==> config.mk <==
export PLATFORM = sky130hd
export DESIGN_NAME = dcc_top
export DESIGN_NICKNAME = d
export VERILOG_FILES = /design/src/rtl/dcc_pkg.sv /design/src/rtl/dcc_top.sv
export VERILOG_INCLUDE_DIRS = /design/src /design/src/rtl
export SDC_FILE = /design/constraint.sdc
export NUM_CORES = 1
export LEC_CHECK = 0
export BUFFER_PORTS_ARGS = -buffer_cell sky130_fd_sc_hd__buf_2
export CAP_MARGIN = 5
export CORE_MARGIN = 4
export CORE_UTILIZATION = 51
export CTS_BUF_LIST = sky130_fd_sc_hd__clkbuf_16
export DETAILED_ROUTE_END_ITERATION = 10
export MAX_ROUTING_LAYER = met4
export PLACE_DENSITY = 0.85
export SYNTH_ARGS = -nofsm -noshare
export SYNTH_HDL_FRONTEND = slang
export SYNTH_SLANG_ARGS = --single-unit
export TNS_END_PERCENT = 30
==> constraint.sdc <==
create_clock -name clk_i -period 4.9 [get_ports clk_i]
set_clock_uncertainty 0.2 [all_clocks]
set_input_delay 0.98 -clock clk_i [delete_from_list [all_inputs] [get_ports clk_i]]
set_output_delay 0.98 -clock clk_i [all_outputs]
set_load 0.005 [all_outputs]
==> src/rtl/dcc_consts.svh <==
// What this block does
// - Mode 000 turns both comparators off with analog pins; 111 off, pins digital.
// - Mode codes 001 to 110 pick the six comparator input arrangements.
// - Result bit is 1 when plus input exceeds minus input, inverted by polarity.
// - Both result bits in the configuration register are read-only.
// - Switch bit routes positive pin to inverting input: mode 010 both, 001 first.
// - In mode 101 switch bit ties second non-inverting input to fixed reference.
// - Reset returns both comparator registers to reset values, mode 000.
// - An enabled comparator keeps tracking and detecting changes during sleep.
// - Change wakes device when its enable and peripheral enable are set.
// - After wake, next instruction runs first; service routine only with global enable.
// - A change coinciding with a configuration read may miss its flag.
// - Gate select clear picks second comparator as timer gate; set picks pin.
// - With sync set, second result latches on falling timer clock edge.
// - Timer counts on rising edge while gate is captured on falling edge.
// - Timer-link bits 7 to 2 read zero and ignore writes.
// - Reference enable powers reference; clear powers down and outputs ground.
// - Range bit 1 selects low range; 4-bit level picks one of 16 taps.
// - Disabled, low range, level zero: output clamped to ground, no current.
// - Change flag sets whenever result differs from latch of last configuration access.
// - Any configuration read or write, and reset, reloads the reference latch.
// - Flag clears only by writing 0, writing 1 sets it; mismatch blocks clear.
// - Interrupt request needs own, peripheral and global enables; flag sets anyway.
`ifndef DCC_CONSTS_SVH
`define DCC_CONSTS_SVH

// ****************************************
// Register byte offsets
// ****************************************
`define DCC_OFF_CONFIG   8'h00
`define DCC_OFF_LINK     8'h04
`define DCC_OFF_REF      8'h08
`define DCC_OFF_FLAGS    8'h0c
`define DCC_OFF_ENABLES  8'h10

// ****************************************
// Reset values and writable masks
// ****************************************
`define DCC_RST_CONFIG   6'h00
`define DCC_RST_LINK     2'h2
`define DCC_RST_REF      8'h00
`define DCC_MASK_REF     8'haf

// ****************************************
// Field positions
// ****************************************
`define DCC_CFG_MODE_LSB 0
`define DCC_CFG_CIS      3
`define DCC_CFG_POL1     4
`define DCC_CFG_POL2     5
`define DCC_LNK_SYNC     0
`define DCC_LNK_GSS      1
`define DCC_REF_EN       7
`define DCC_REF_RANGE    5
`define DCC_EN_PERIPH    6
`define DCC_EN_GLOBAL    7

// ****************************************
// Mode codes
// ****************************************
`define DCC_MODE_OFF_AN  3'h0
`define DCC_MODE_THREE   3'h1
`define DCC_MODE_FOUR    3'h2
`define DCC_MODE_COMREF  3'h3
`define DCC_MODE_INDEP2  3'h4
`define DCC_MODE_ONE     3'h5
`define DCC_MODE_OUTPIN  3'h6
`define DCC_MODE_OFF_DIG 3'h7

`endif

==> src/rtl/dcc_pkg.sv <==
package dcc_pkg;

   // All state of the control block
   typedef struct packed {
      logic [5:0]  cfg;
      logic [1:0]  res;
      logic [1:0]  ref_latch;
      logic [1:0]  flags;
      logic [1:0]  link;
      logic [7:0]  vref;
      logic [7:0]  irq_en;
      logic [2:0]  sy1;
      logic [2:0]  sy2;
      logic [2:0]  syt;
      logic [2:0]  syg;
      logic        f1;
      logic        f2;
      logic        ft;
      logic        fg;
      logic        c2_held;
      logic        gate;
      logic        wr_pend;
      logic [7:0]  wr_addr;
      logic        rd_pend;
      logic [7:0]  rd_addr;
      logic [31:0] hrdata;
      logic        hready;
      logic        irq;
      logic        wake;
      logic [8:0]  pins;
   } dcc_state_s;

endpackage : dcc_pkg

==> src/rtl/dcc_top.sv <==
`timescale 1ns/10ps
`include "dcc_consts.svh"

module dcc_top
   import dcc_pkg::*;
(
   input  wire logic        clk_i,
   input  wire logic        nrst_i,
   input  wire logic        hsel_i,
   input  wire logic [31:0] haddr_i,
   input  wire logic [1:0]  htrans_i,
   input  wire logic        hwrite_i,
   input  wire logic [2:0]  hsize_i,
   input  wire logic [31:0] hwdata_i,
   input  wire logic        hready_i,
   output logic      [31:0] hrdata_o,
   output logic             hreadyout_o,
   output logic             hresp_o,
   input  wire logic        first_raw_i,
   input  wire logic        second_raw_i,
   input  wire logic        timer_clk_i,
   input  wire logic        gate_input_pin_i,
   output logic             timer_gate_o,
   output logic             irq_o,
   output logic             wake_o,
   output logic             first_on_o,
   output logic             second_on_o,
   output logic             pins_digital_o,
   output logic             result_pins_drive_o,
   output logic             first_result_pin_o,
   output logic             second_result_pin_o,
   output logic             first_inv_from_pos_o,
   output logic             second_inv_from_pos_o,
   output logic             second_noninv_ref_o,
   output logic             reference_enable_o,
   output logic             reference_range_o,
   output logic [3:0]       reference_level_o,
   output logic [2:0]       comparator_mode_field_o
);

   // ****************************************
   // State and bus decode
   // ****************************************
   dcc_state_s q;
   dcc_state_s next_q;

   logic       addr_ph;
   logic [7:0] addr;
   logic [1:0] mismatch;
   logic [2:0] mode;
   logic [1:0] pol;
   logic       input_switch_select;

   // Address phase taken when selected, nonsequential or sequential and bus ready
   assign addr_ph  = hsel_i & htrans_i[1] & hready_i;
   assign addr     = haddr_i[7:0];
   assign mode     = q.cfg[`DCC_CFG_MODE_LSB +: 3];
   assign pol      = {q.cfg[`DCC_CFG_POL2], q.cfg[`DCC_CFG_POL1]};
   assign input_switch_select      = q.cfg[`DCC_CFG_CIS];
   assign mismatch = q.res ^ q.ref_latch;

   // ****************************************
   // Next state
   // ****************************************
   always_comb
   begin
      next_q = q;
      // Three-stage synchronisers; the first stage only feeds the second
      next_q.sy1 = {q.sy1[1:0], first_raw_i};
      next_q.sy2 = {q.sy2[1:0], second_raw_i};
      next_q.syt = {q.syt[1:0], timer_clk_i};
      next_q.syg = {q.syg[1:0], gate_input_pin_i};
      if (q.sy1[1] == q.sy1[2]) next_q.f1 = q.sy1[2];
      if (q.sy2[1] == q.sy2[2]) next_q.f2 = q.sy2[2];
      if (q.syt[1] == q.syt[2]) next_q.ft = q.syt[2];
      if (q.syg[1] == q.syg[2]) next_q.fg = q.syg[2];

      // Results with polarity, tracked every cycle, sleep or not
      next_q.res = {q.f2, q.f1} ^ pol;

      // Latch second result on falling timer clock edge
      if (q.ft && (q.syt[1] == q.syt[2]) && !q.syt[2])
         next_q.c2_held = q.res[1];
      if (!q.link[`DCC_LNK_GSS])
         next_q.gate = q.link[`DCC_LNK_SYNC] ? q.c2_held : q.res[1];
      else
         next_q.gate = q.fg;

      // Flags: hardware set beats a software clear
      next_q.flags = q.flags | mismatch;

      // Bus: read answers after one wait state, write lands in data phase
      next_q.hready  = 1'b1;
      next_q.rd_pend = 1'b0;
      next_q.wr_pend = 1'b0;
      if (q.rd_pend)
      begin
         next_q.hrdata = 32'h0;
         unique case (q.rd_addr)
            `DCC_OFF_CONFIG:  next_q.hrdata[7:0] = {q.res, q.cfg};
            `DCC_OFF_LINK:    next_q.hrdata[1:0] = q.link;
            `DCC_OFF_REF:     next_q.hrdata[7:0] = q.vref;
            `DCC_OFF_FLAGS:   next_q.hrdata[1:0] = q.flags;
            `DCC_OFF_ENABLES: next_q.hrdata[7:0] = q.irq_en;
            default:          next_q.hrdata = 32'h0;
         endcase
      end
      if (q.wr_pend)
      begin
         unique case (q.wr_addr)
            `DCC_OFF_CONFIG:  next_q.cfg = hwdata_i[5:0];
            `DCC_OFF_LINK:    next_q.link = hwdata_i[1:0];
            `DCC_OFF_REF:     next_q.vref = hwdata_i[7:0] & `DCC_MASK_REF;
            `DCC_OFF_FLAGS:   next_q.flags = hwdata_i[1:0] | mismatch;
            `DCC_OFF_ENABLES: next_q.irq_en = hwdata_i[7:0] & 8'hc3;
            default:          next_q.irq_en = q.irq_en;
         endcase
      end
      if (addr_ph)
      begin
         next_q.wr_pend = hwrite_i;
         next_q.wr_addr = addr;
         next_q.rd_pend = ~hwrite_i;
         next_q.rd_addr = addr;
         next_q.hready  = hwrite_i;
         // Any access to config (writes read first) reloads the latch
         if (addr == `DCC_OFF_CONFIG)
            next_q.ref_latch = q.res;
      end

      // Interrupt and wake requests
      next_q.wake = |(q.flags & q.irq_en[1:0]) & q.irq_en[`DCC_EN_PERIPH];
      next_q.irq  = next_q.wake & q.irq_en[`DCC_EN_GLOBAL];

      // Analog-side controls decoded from mode and switch bit; result pins copied from results
      next_q.pins[0] = (mode != `DCC_MODE_OFF_AN) && (mode != `DCC_MODE_OFF_DIG)
                       && (mode != `DCC_MODE_ONE);
      next_q.pins[1] = (mode != `DCC_MODE_OFF_AN) && (mode != `DCC_MODE_OFF_DIG);
      next_q.pins[2] = (mode == `DCC_MODE_OFF_DIG);
      next_q.pins[3] = (mode == `DCC_MODE_OUTPIN);
      next_q.pins[4] = input_switch_select && ((mode == `DCC_MODE_FOUR) || (mode == `DCC_MODE_THREE));
      next_q.pins[5] = input_switch_select && (mode == `DCC_MODE_FOUR);
      next_q.pins[6] = input_switch_select && (mode == `DCC_MODE_ONE);
      next_q.pins[8:7] = q.res;
   end

   // ****************************************
   // State register
   // ****************************************
   always_ff @(posedge clk_i or negedge nrst_i)
   begin
      if (!nrst_i)
      begin
         q        <= '0;
         q.cfg    <= `DCC_RST_CONFIG;
         q.link   <= `DCC_RST_LINK;
         q.vref   <= `DCC_RST_REF;
         q.hready <= 1'b1;
      end
      else
      begin
         q <= next_q;
      end
   end

   // ****************************************
   // Outputs
   // ****************************************
   assign hrdata_o              = q.hrdata;
   assign hreadyout_o           = q.hready;
   assign hresp_o               = q.wr_pend & 1'b0;
   assign timer_gate_o          = q.gate;
   assign irq_o                 = q.irq;
   assign wake_o                = q.wake;
   assign first_on_o            = q.pins[0];
   assign second_on_o           = q.pins[1];
   assign pins_digital_o        = q.pins[2];
   assign result_pins_drive_o   = q.pins[3];
   assign first_inv_from_pos_o  = q.pins[4];
   assign second_inv_from_pos_o = q.pins[5];
   assign second_noninv_ref_o   = q.pins[6];
   assign first_result_pin_o    = q.pins[7];
   assign second_result_pin_o   = q.pins[8];
   // Disabled reference powers down and clamps to ground
   assign reference_enable_o    = q.vref[`DCC_REF_EN];
   assign reference_range_o     = q.vref[`DCC_REF_RANGE];
   assign reference_level_o     = q.vref[3:0];
   assign comparator_mode_field_o = mode;
endmodule : dcc_top

* After elaboration in Yosys (flattened, before gate mapping)
Index checks and enable logic that the tools add are counted.
Storage, ports and cells: output and inout bits 55, bits in registers 72
Cells by class: multiplexer cells 11, bitwise logic cells 10, reductions and logical operators 18, equal/unequal tests 15
Operators by type and width (number):
- $mux W20 | 1
- $mux W18 | 1
- $pmux W6 S3 | 1
- $eq A8 B4 Y1 const B | 2
- $logic_not A8 Y1 | 2
- $mux W8 | 2
- $pmux W2 S5 | 1
- $reduce_and A2 Y1 | 5
- $eq A3 B3 Y1 const B | 3
- $eq A8 B3 Y1 const B | 1
- $eq A8 B5 Y1 const B | 1
- $logic_and A1 B1 Y1 | 7
- $ne A3 B3 Y1 const B | 2
- $and A1 B1 Y1 | 4
- $eq A1 B1 Y1 | 4
- $mux W2 | 2
- $or A2 B2 Y2 | 2
- $xor A2 B2 Y2 | 2
- $eq A3 B1 Y1 const B | 1
- $eq A3 B2 Y1 const B | 1
- $mux W1 | 3
- $reduce_bool A3 Y1 | 1
- $and A2 B2 Y2 | 1
- $reduce_or A2 Y1 | 1
- other kinds (3) | 3

* Logic depth before layout (Yosys ltp)
Gate-level depths: netlist (run 1).
word-level depth 4, mapped depth 4, gate-level depth less buffers 3

* Worst setup path after synthesis (run 1)
OpenSTA, ideal clock, no wires.
kind input to register, from input hsel_i, to register q[44] in the netlist's numbering, arrival 1724 ps, required time 4575 ps, setup time 125 ps, setup slack 2852 ps, stages on the path 3, cells stage by stage nand3_1 > clkbuf_1 > mux2_2
Between the ends: cells in the longest elaborated chain, start to end 2
RTL lines:
- from (decl) | line dcc_top.sv:9 | input wire logic hsel_i,
- $and A1 B1 Y1 (2 in a row) | line dcc_top.sv:55 | assign addr_ph = hsel_i & htrans_i[1] & hready_i;
- to (signal assigned) | line dcc_top.sv:162 | q <= next_q;
- to (decl) | line dcc_top.sv:44 | dcc_state_s q;
No other way between the ends. A chain may end at the register's enable or synchronous reset.

* Final worst setup path (run 1)
from register q, in the netlist comparator_mode_field_o[0], to output comparator_mode_field_o[0]
RTL lines:
- to (decl) | line dcc_top.sv:38 | output logic [2:0] comparator_mode_field_o
No word-level cell between the ends.

==> flow_metrics.env, run 1 <==
export IMPL_cp_depth=1
export IMPL_fin_crit_ns=2.197
export IMPL_die_h_um=85.53
export IMPL_cts_resized=0
export IMPL_async_flop_share=1.000
export IMPL_synth_largest_area_cell="dfrtp_1"
export IMPL_synthTopCellsByArea="dfrtp_1 57%, mux2_2 12%, buf_4 9.8%"
export IMPL_rows=27
export IMPL_wl_per_cell_um=15.80
export IMPL_fin_nets=353
export IMPL_netlist_cell_type_count=40
export IMPL_worstMarginPinSlew_ns=0.9187
export IMPL_drive_above_1_share=0.3907
export IMPL_setup_viol=0
export IMPL_power_mw=1.398
export IMPL_ys_flop_type="dfrtp_1"
export IMPL_cts_tree="built"
export IMPL_grt_pass1_vias=1806
export IMPL_critical_path_top_delay_family="flip-flops"
export IMPL_reg2reg_depth=3
export IMPL_grt_pass1_wl_mm=8.838
export IMPL_combPwrFrac=0.097
export IMPL_port_buffers=55
export IMPL_crit_buf_inv=1
export IMPL_clockRootBuffer="clkbuf_16"
export IMPL_place_congestion=0.8201
export IMPL_cp_required_ns=3.72
export IMPL_grt_start_max_net_pins=45
export IMPL_finalMaxSlewViolations=0
export IMPL_diodes=0
export IMPL_postCtsSetupBuffers=0
export IMPL_cp_max_fo=10
export IMPL_htreeDepth=3
export IMPL_design_die_area_um2=7315
export IMPL_max_freq_mhz=455.2
export IMPL_synth_common_cells="70 x dfrtp_1, 40 x buf_4, 34 x mux2_2, 10 x nor2_1, 7 x mux2i_1"
export IMPL_min_from="next_q[78]"
export IMPL_clkPwrFrac=0.396
export IMPL_drt_iter0_drc=113
export IMPL_ys_ff_latch=72
export IMPL_clock_latency_ns=0.33
export IMPL_p_seq_frac=0.507
export IMPL_power_density_nw_per_um2=403.6
export IMPL_run_status="completed"
export IMPL_intPower_mw=1.056
export IMPL_postCtsHoldBufs=0
export IMPL_design_core_area_um2=5675
export IMPL_worstPathCellList="buf_2"
export IMPL_grt_overflow=0
export IMPL_rr_startpoint="q[49]"
export IMPL_ctsLongestPathBuffers=2
export IMPL_finalHoldViolCount=0
export IMPL_ant_nets=0
export IMPL_synth_most_common_cell="dfrtp_1"
export IMPL_netlist_instances=229
export IMPL_ir_worst_vdd_v=0.0002186
export IMPL_setup_tns_final_ns=0
export IMPL_critPathKind="reg2out"
export IMPL_synth_top_cell_area_share=0.5714
export IMPL_synth_seq_area_share=0.5886
export IMPL_drt_total_wl_mm=5.545
export IMPL_min_period_over_period=0.4483
export IMPL_maxCapViolations=0
export IMPL_drcViolationCount=0
export IMPL_worstSetupStartpointType="register"
export IMPL_hold_class="reg2reg"
export IMPL_avgSynthCellArea_um2=13.39
export IMPL_cpPeakStageDelay_ns=0.52
export IMPL_antenna_found_initial=0
export IMPL_worstSetupEndpointType="output port"
export IMPL_clock_sinks=72
export IMPL_rsz0062_at_grt="false"
export IMPL_via_per_inst=5.171
export IMPL_firstDrtPassIters=4
export IMPL_dpl_hpwl_mm=3.900
export IMPL_clk_pin_slew_ns=0.05
export IMPL_crit_path_start="comparator_mode_field_o[0]"
export IMPL_start_util=0.5401
export IMPL_slowest_stage="dfrtp_1"
export IMPL_yosysWarnings=0
export IMPL_die_x_um=85.53
export IMPL_swShare=0.2447
export IMPL_worst_hold_slack_ns=0.1464
export IMPL_fill_cells=469
export IMPL_synthesis_area_um2=3065
export IMPL_slew_headroom=0.3875
export IMPL_grt_usage=0.1639
export IMPL_synthToLayoutAreaGrowth_pct=12.98
export IMPL_cp_arrival_ns=1.02
export IMPL_cellLeakagePower_nw=1.684
export IMPL_pin_count=133
export IMPL_hold_depth=0
export IMPL_switching_power_mw=0.3421
export IMPL_synth_edf_count=0
export IMPL_numCtsBuffers=9
export IMPL_dr_total_vias=1815
==> cell families after synthesis <==
group                    after synthesis  share of synthesized area
AND/OR/NAND/NOR                       42                    0.08940
adder cells (fa/ha/maj)                4                    0.01306
other                                  1                   0.001223
AO/OA/AOI/OAI                         16                    0.03755
buffers and inverters                 48                     0.1082
flip-flops                            72                     0.5886
XOR/XNOR                               5                    0.01429
multiplexers                          41                     0.1478
==> worst paths after layout <==
check / to / slack (ns)
min reg2reg: next_q[79] / 0.15
min in group asynchronous: second_inv_from_pos_o / 0.59
max: comparator_mode_field_o[0] / 2.70
min: next_q[79] / 0.15
max in group asynchronous: hreadyout_o / 2.95
max reg2reg: comparator_mode_field_o[2] / 2.86
==> layout by cell type, fill, tap and decap left out, types with 2 or more instances in the layout <==
master     count
nand3_2        2
dfstp_2        2
nor2b_1        3
mux2_2        34
buf_2         55
a22oi_1        3
nand4b_1       2
inv_1          5
o2bb2ai_1      5
nand2b_1       2
nor2_1        10
maj3_1         4
mux2i_1        7
conb_1        25
dfrtp_1       70
o21ai_0        4
xor2_1         4
nand2_1        4
clkinv_2       3
nand3_1        2
clkbuf_16      9
nor4_1         2
nor3_1         2
a32oi_1        2
==> power groups by stage <==
stage               sequential, mW  clock [mW]  combinational (mW)
finish                       0.708       0.554               0.136
global route                 0.716       0.594               0.153
CTS                          0.708       0.566               0.138
detailed placement           0.717           0               0.137
global placement             0.712           0               0.132
floorplan                    0.691           0               0.120
==> per-stage QoR <==
step / instances / area (um2) / worst slack [ns] / utilization
6_report: 351 / 3463 / 2.703 / 0.6102
2_1_floorplan: 253 / 3156 / 2.852 / -
4_1_cts: 351 / 3463 / 2.681 / 0.6102
3_3_place_gp: 336 / 3208 / 2.543 / 0.5653
3_5_place_dp: 336 / 3208 / 2.508 / 0.5653
5_1_grt: 351 / 3463 / 2.638 / 0.6102
==> metal layers <==
metal,up-vias,track usage,wire length [um]
met4,0,0.06475,78
met2,74,0.2493,2680
met3,9,0.04995,406
li1,825,-,-
met1,907,0.2059,2380
met5,-,-,0
==> state kept, by name, indices dropped and copies added (netlist names) <==
register,cells
irq_o,1
next_q,10
second_inv_from_pos_o,1
second_result_pin_o,1
first_on_o,1
input_switch_select,1
pins_digital_o,1
pol,2
first_inv_from_pos_o,1
reference_level_o,4
reference_enable_o,1
second_noninv_ref_o,1
hrdata_o,8
second_on_o,1
hreadyout_o,1
wake_o,1
result_pins_drive_o,1
comparator_mode_field_o,3
reference_range_o,1
q,29
first_result_pin_o,1
timer_gate_o,1
==> cell type report <==
cell class,instances,area [um2],area share
sequential,72,1804,0.5210
clock inverter,6,30.03,0.008671
tap,72,90.09,0.02601
inverter,3,11.26,0.003251
timing repair buffer,56,282.8,0.08165
multi-input combinational,133,1020,0.2944
clock buffer,9,225.2,0.06503
(Power assumes the default switching activity.)
==> run 2: changes to the inputs <==
Settings changed: CORE_UTILIZATION 51 to 47, PLACE_DENSITY 0.85 to 0.79.
Clock period 4.9 ns to 2.08 ns, I/O delays scaled along.
==> flow_metrics.env, run 2 (synthesis results as in run 1) <==
export IMPL_run_status="completed"
export IMPL_critPathKind="reg2reg"
export IMPL_diodes=0
export IMPL_ctsLongestPathBuffers=2
export IMPL_finalMaxSlewViolations=0
export IMPL_setup_tns_final_ns=0
export IMPL_postCtsHoldBufs=5
export IMPL_grt_pass1_vias=1791
export IMPL_clk_pin_slew_ns=0.06
export IMPL_worstSetupEndpointType="register"
export IMPL_wl_met2_mm=2.502
export IMPL_regArea_um2=1804
export IMPL_cp_required_ns=2.13
export IMPL_clock_latency_ns=0.32
export IMPL_critical_path_top_delay_family="simple AND/OR/NAND/NOR gates"
export IMPL_firstDrtPassIters=4
export IMPL_cts_resized=0
export IMPL_fin_area_um2=3618
export IMPL_cpPeakStageDelay_ns=0.42
export IMPL_grt_overflow=0
export IMPL_die_h_um=88.76
export IMPL_ir_worst_vdd_v=0.0008111
export IMPL_crit_buf_inv=1
export IMPL_clock_sinks=72
export IMPL_top_register="q"
export IMPL_via_per_inst=4.863
export IMPL_drt_iter0_drc=70
export IMPL_fill_cells=527
export IMPL_maxCapViolations=0
export IMPL_layout_commonest_cell="dfrtp_1"
export IMPL_finalHoldViolCount=0
export IMPL_met3WireLength_um=416
export IMPL_start_util=0.4828
export IMPL_power_density_nw_per_um2=989.0
export IMPL_rows=29
export IMPL_antenna_found_initial=0
export IMPL_clockRootBuffer="clkbuf_16"
export IMPL_utilization=0.5699
export IMPL_grt_start_max_net_pins=73
export IMPL_die_x_um=88.76
export IMPL_cp_max_fo=6
export IMPL_worstPathCellList="nor4_4 -> buf_4 -> nand4b_1 -> o2bb2ai_1"
export IMPL_htreeDepth=3
export IMPL_dpl_hpwl_mm=3.771
export IMPL_grt_usage=0.1530
export IMPL_grt_pass1_wl_mm=8.680
export IMPL_place_congestion=0.8286
export IMPL_numCtsBuffers=9
export IMPL_drt_total_wl_mm=5.296
export IMPL_dr_total_vias=1780
export IMPL_port_buffers=55
export IMPL_slowest_stage="dfrtp_1"
export IMPL_reg2reg_depth=4
export IMPL_design_die_area_um2=7878
export IMPL_fin_nets=362
export IMPL_postCtsSetupBuffers=0
export IMPL_met1_length_mm=2.313
export IMPL_design_core_area_um2=6350
export IMPL_wl_per_cell_um=14.47
export IMPL_drcViolationCount=0
export IMPL_top_layer="met4"
export IMPL_min_period_over_period=0.8730
export IMPL_cp_arrival_ns=1.86
export IMPL_hold_class="in2reg"
export IMPL_rsz0062_at_grt="false"
export IMPL_place_area_um2=3257
export IMPL_largest_reg_flops=29
export IMPL_fin_crit_ns=1.816
export IMPL_setup_viol=0
export IMPL_synthToLayoutAreaGrowth_pct=18.04
export IMPL_worstSetupStartpointType="register"
export IMPL_cts_tree="built"
export IMPL_drive_above_1_share=0.3945
export IMPL_cp_depth=4
export IMPL_hold_depth=3
export IMPL_pin_count=133
export IMPL_max_freq_mhz=550.7
export IMPL_ant_nets=0
export IMPL_final_cell_mix="70 x dfrtp_1, 55 x buf_2, 34 x mux2_2, 25 x conb_1, 10 x nor2_1"
export IMPL_cellLeakagePower_nw=1.754
export IMPL_multi_input_area_um2=1020
## run 2: final cells by class
class                      count  area share
clock inverter                 7     0.02386
multi-input combinational    133      0.2818
timing repair buffer          65      0.1037
tap                           77     0.02663
inverter                       3    0.003112
clock buffer                   9     0.06224
sequential                    72      0.4986
## run 2: tightest hold or removal path, stage by stage
cell    delay, ns
buf_2        0.10
inv_1        0.06
nor2_1       0.04
## run 2: worst paths after layout
kind,startpoint,endpoint,slack [ns]
setup / recovery,q[49],hrdata_o[3],0.26
hold / removal,hwrite_i,q[61],0.13
setup reg to reg,q[49],hrdata_o[3],0.26
hold reg to reg,next_q[75],next_q[76],0.15
max in group asynchronous,nrst_i,hreadyout_o,0.88
min in group asynchronous,nrst_i,first_result_pin_o,0.45
## run 2: metrics by stage
stage,worst slack [ns],hold slack [ns],power (mW),instances
6_report,0.2641,0.1325,3.579,366
5_1_grt,0.1413,0.1162,3.756,366
4_1_cts,0.2607,0.1190,3.624,366
3_5_place_dp,0.2820,0.1355,2.024,345
3_3_place_gp,0.2926,0.1318,2.008,345
2_1_floorplan,0.3580,-0.07959,1.910,253
## run 2: per-layer routing
| layer | vias up | global-route usage |
|---|---|---|
| met2 | 60 | 0.2227 |
| met4 | 0 | 0.05769 |
| met5 | - | - |
| li1 | 839 | - |
| met3 | 5 | 0.05959 |
| met1 | 876 | 0.1929 |
## run 2: where the power goes
group	switching (mW)	internal (mW)	total, mW
clock network	0.538	1.04	1.58
logic	0.152	0.194	0.346
registers	0.128	1.53	1.66
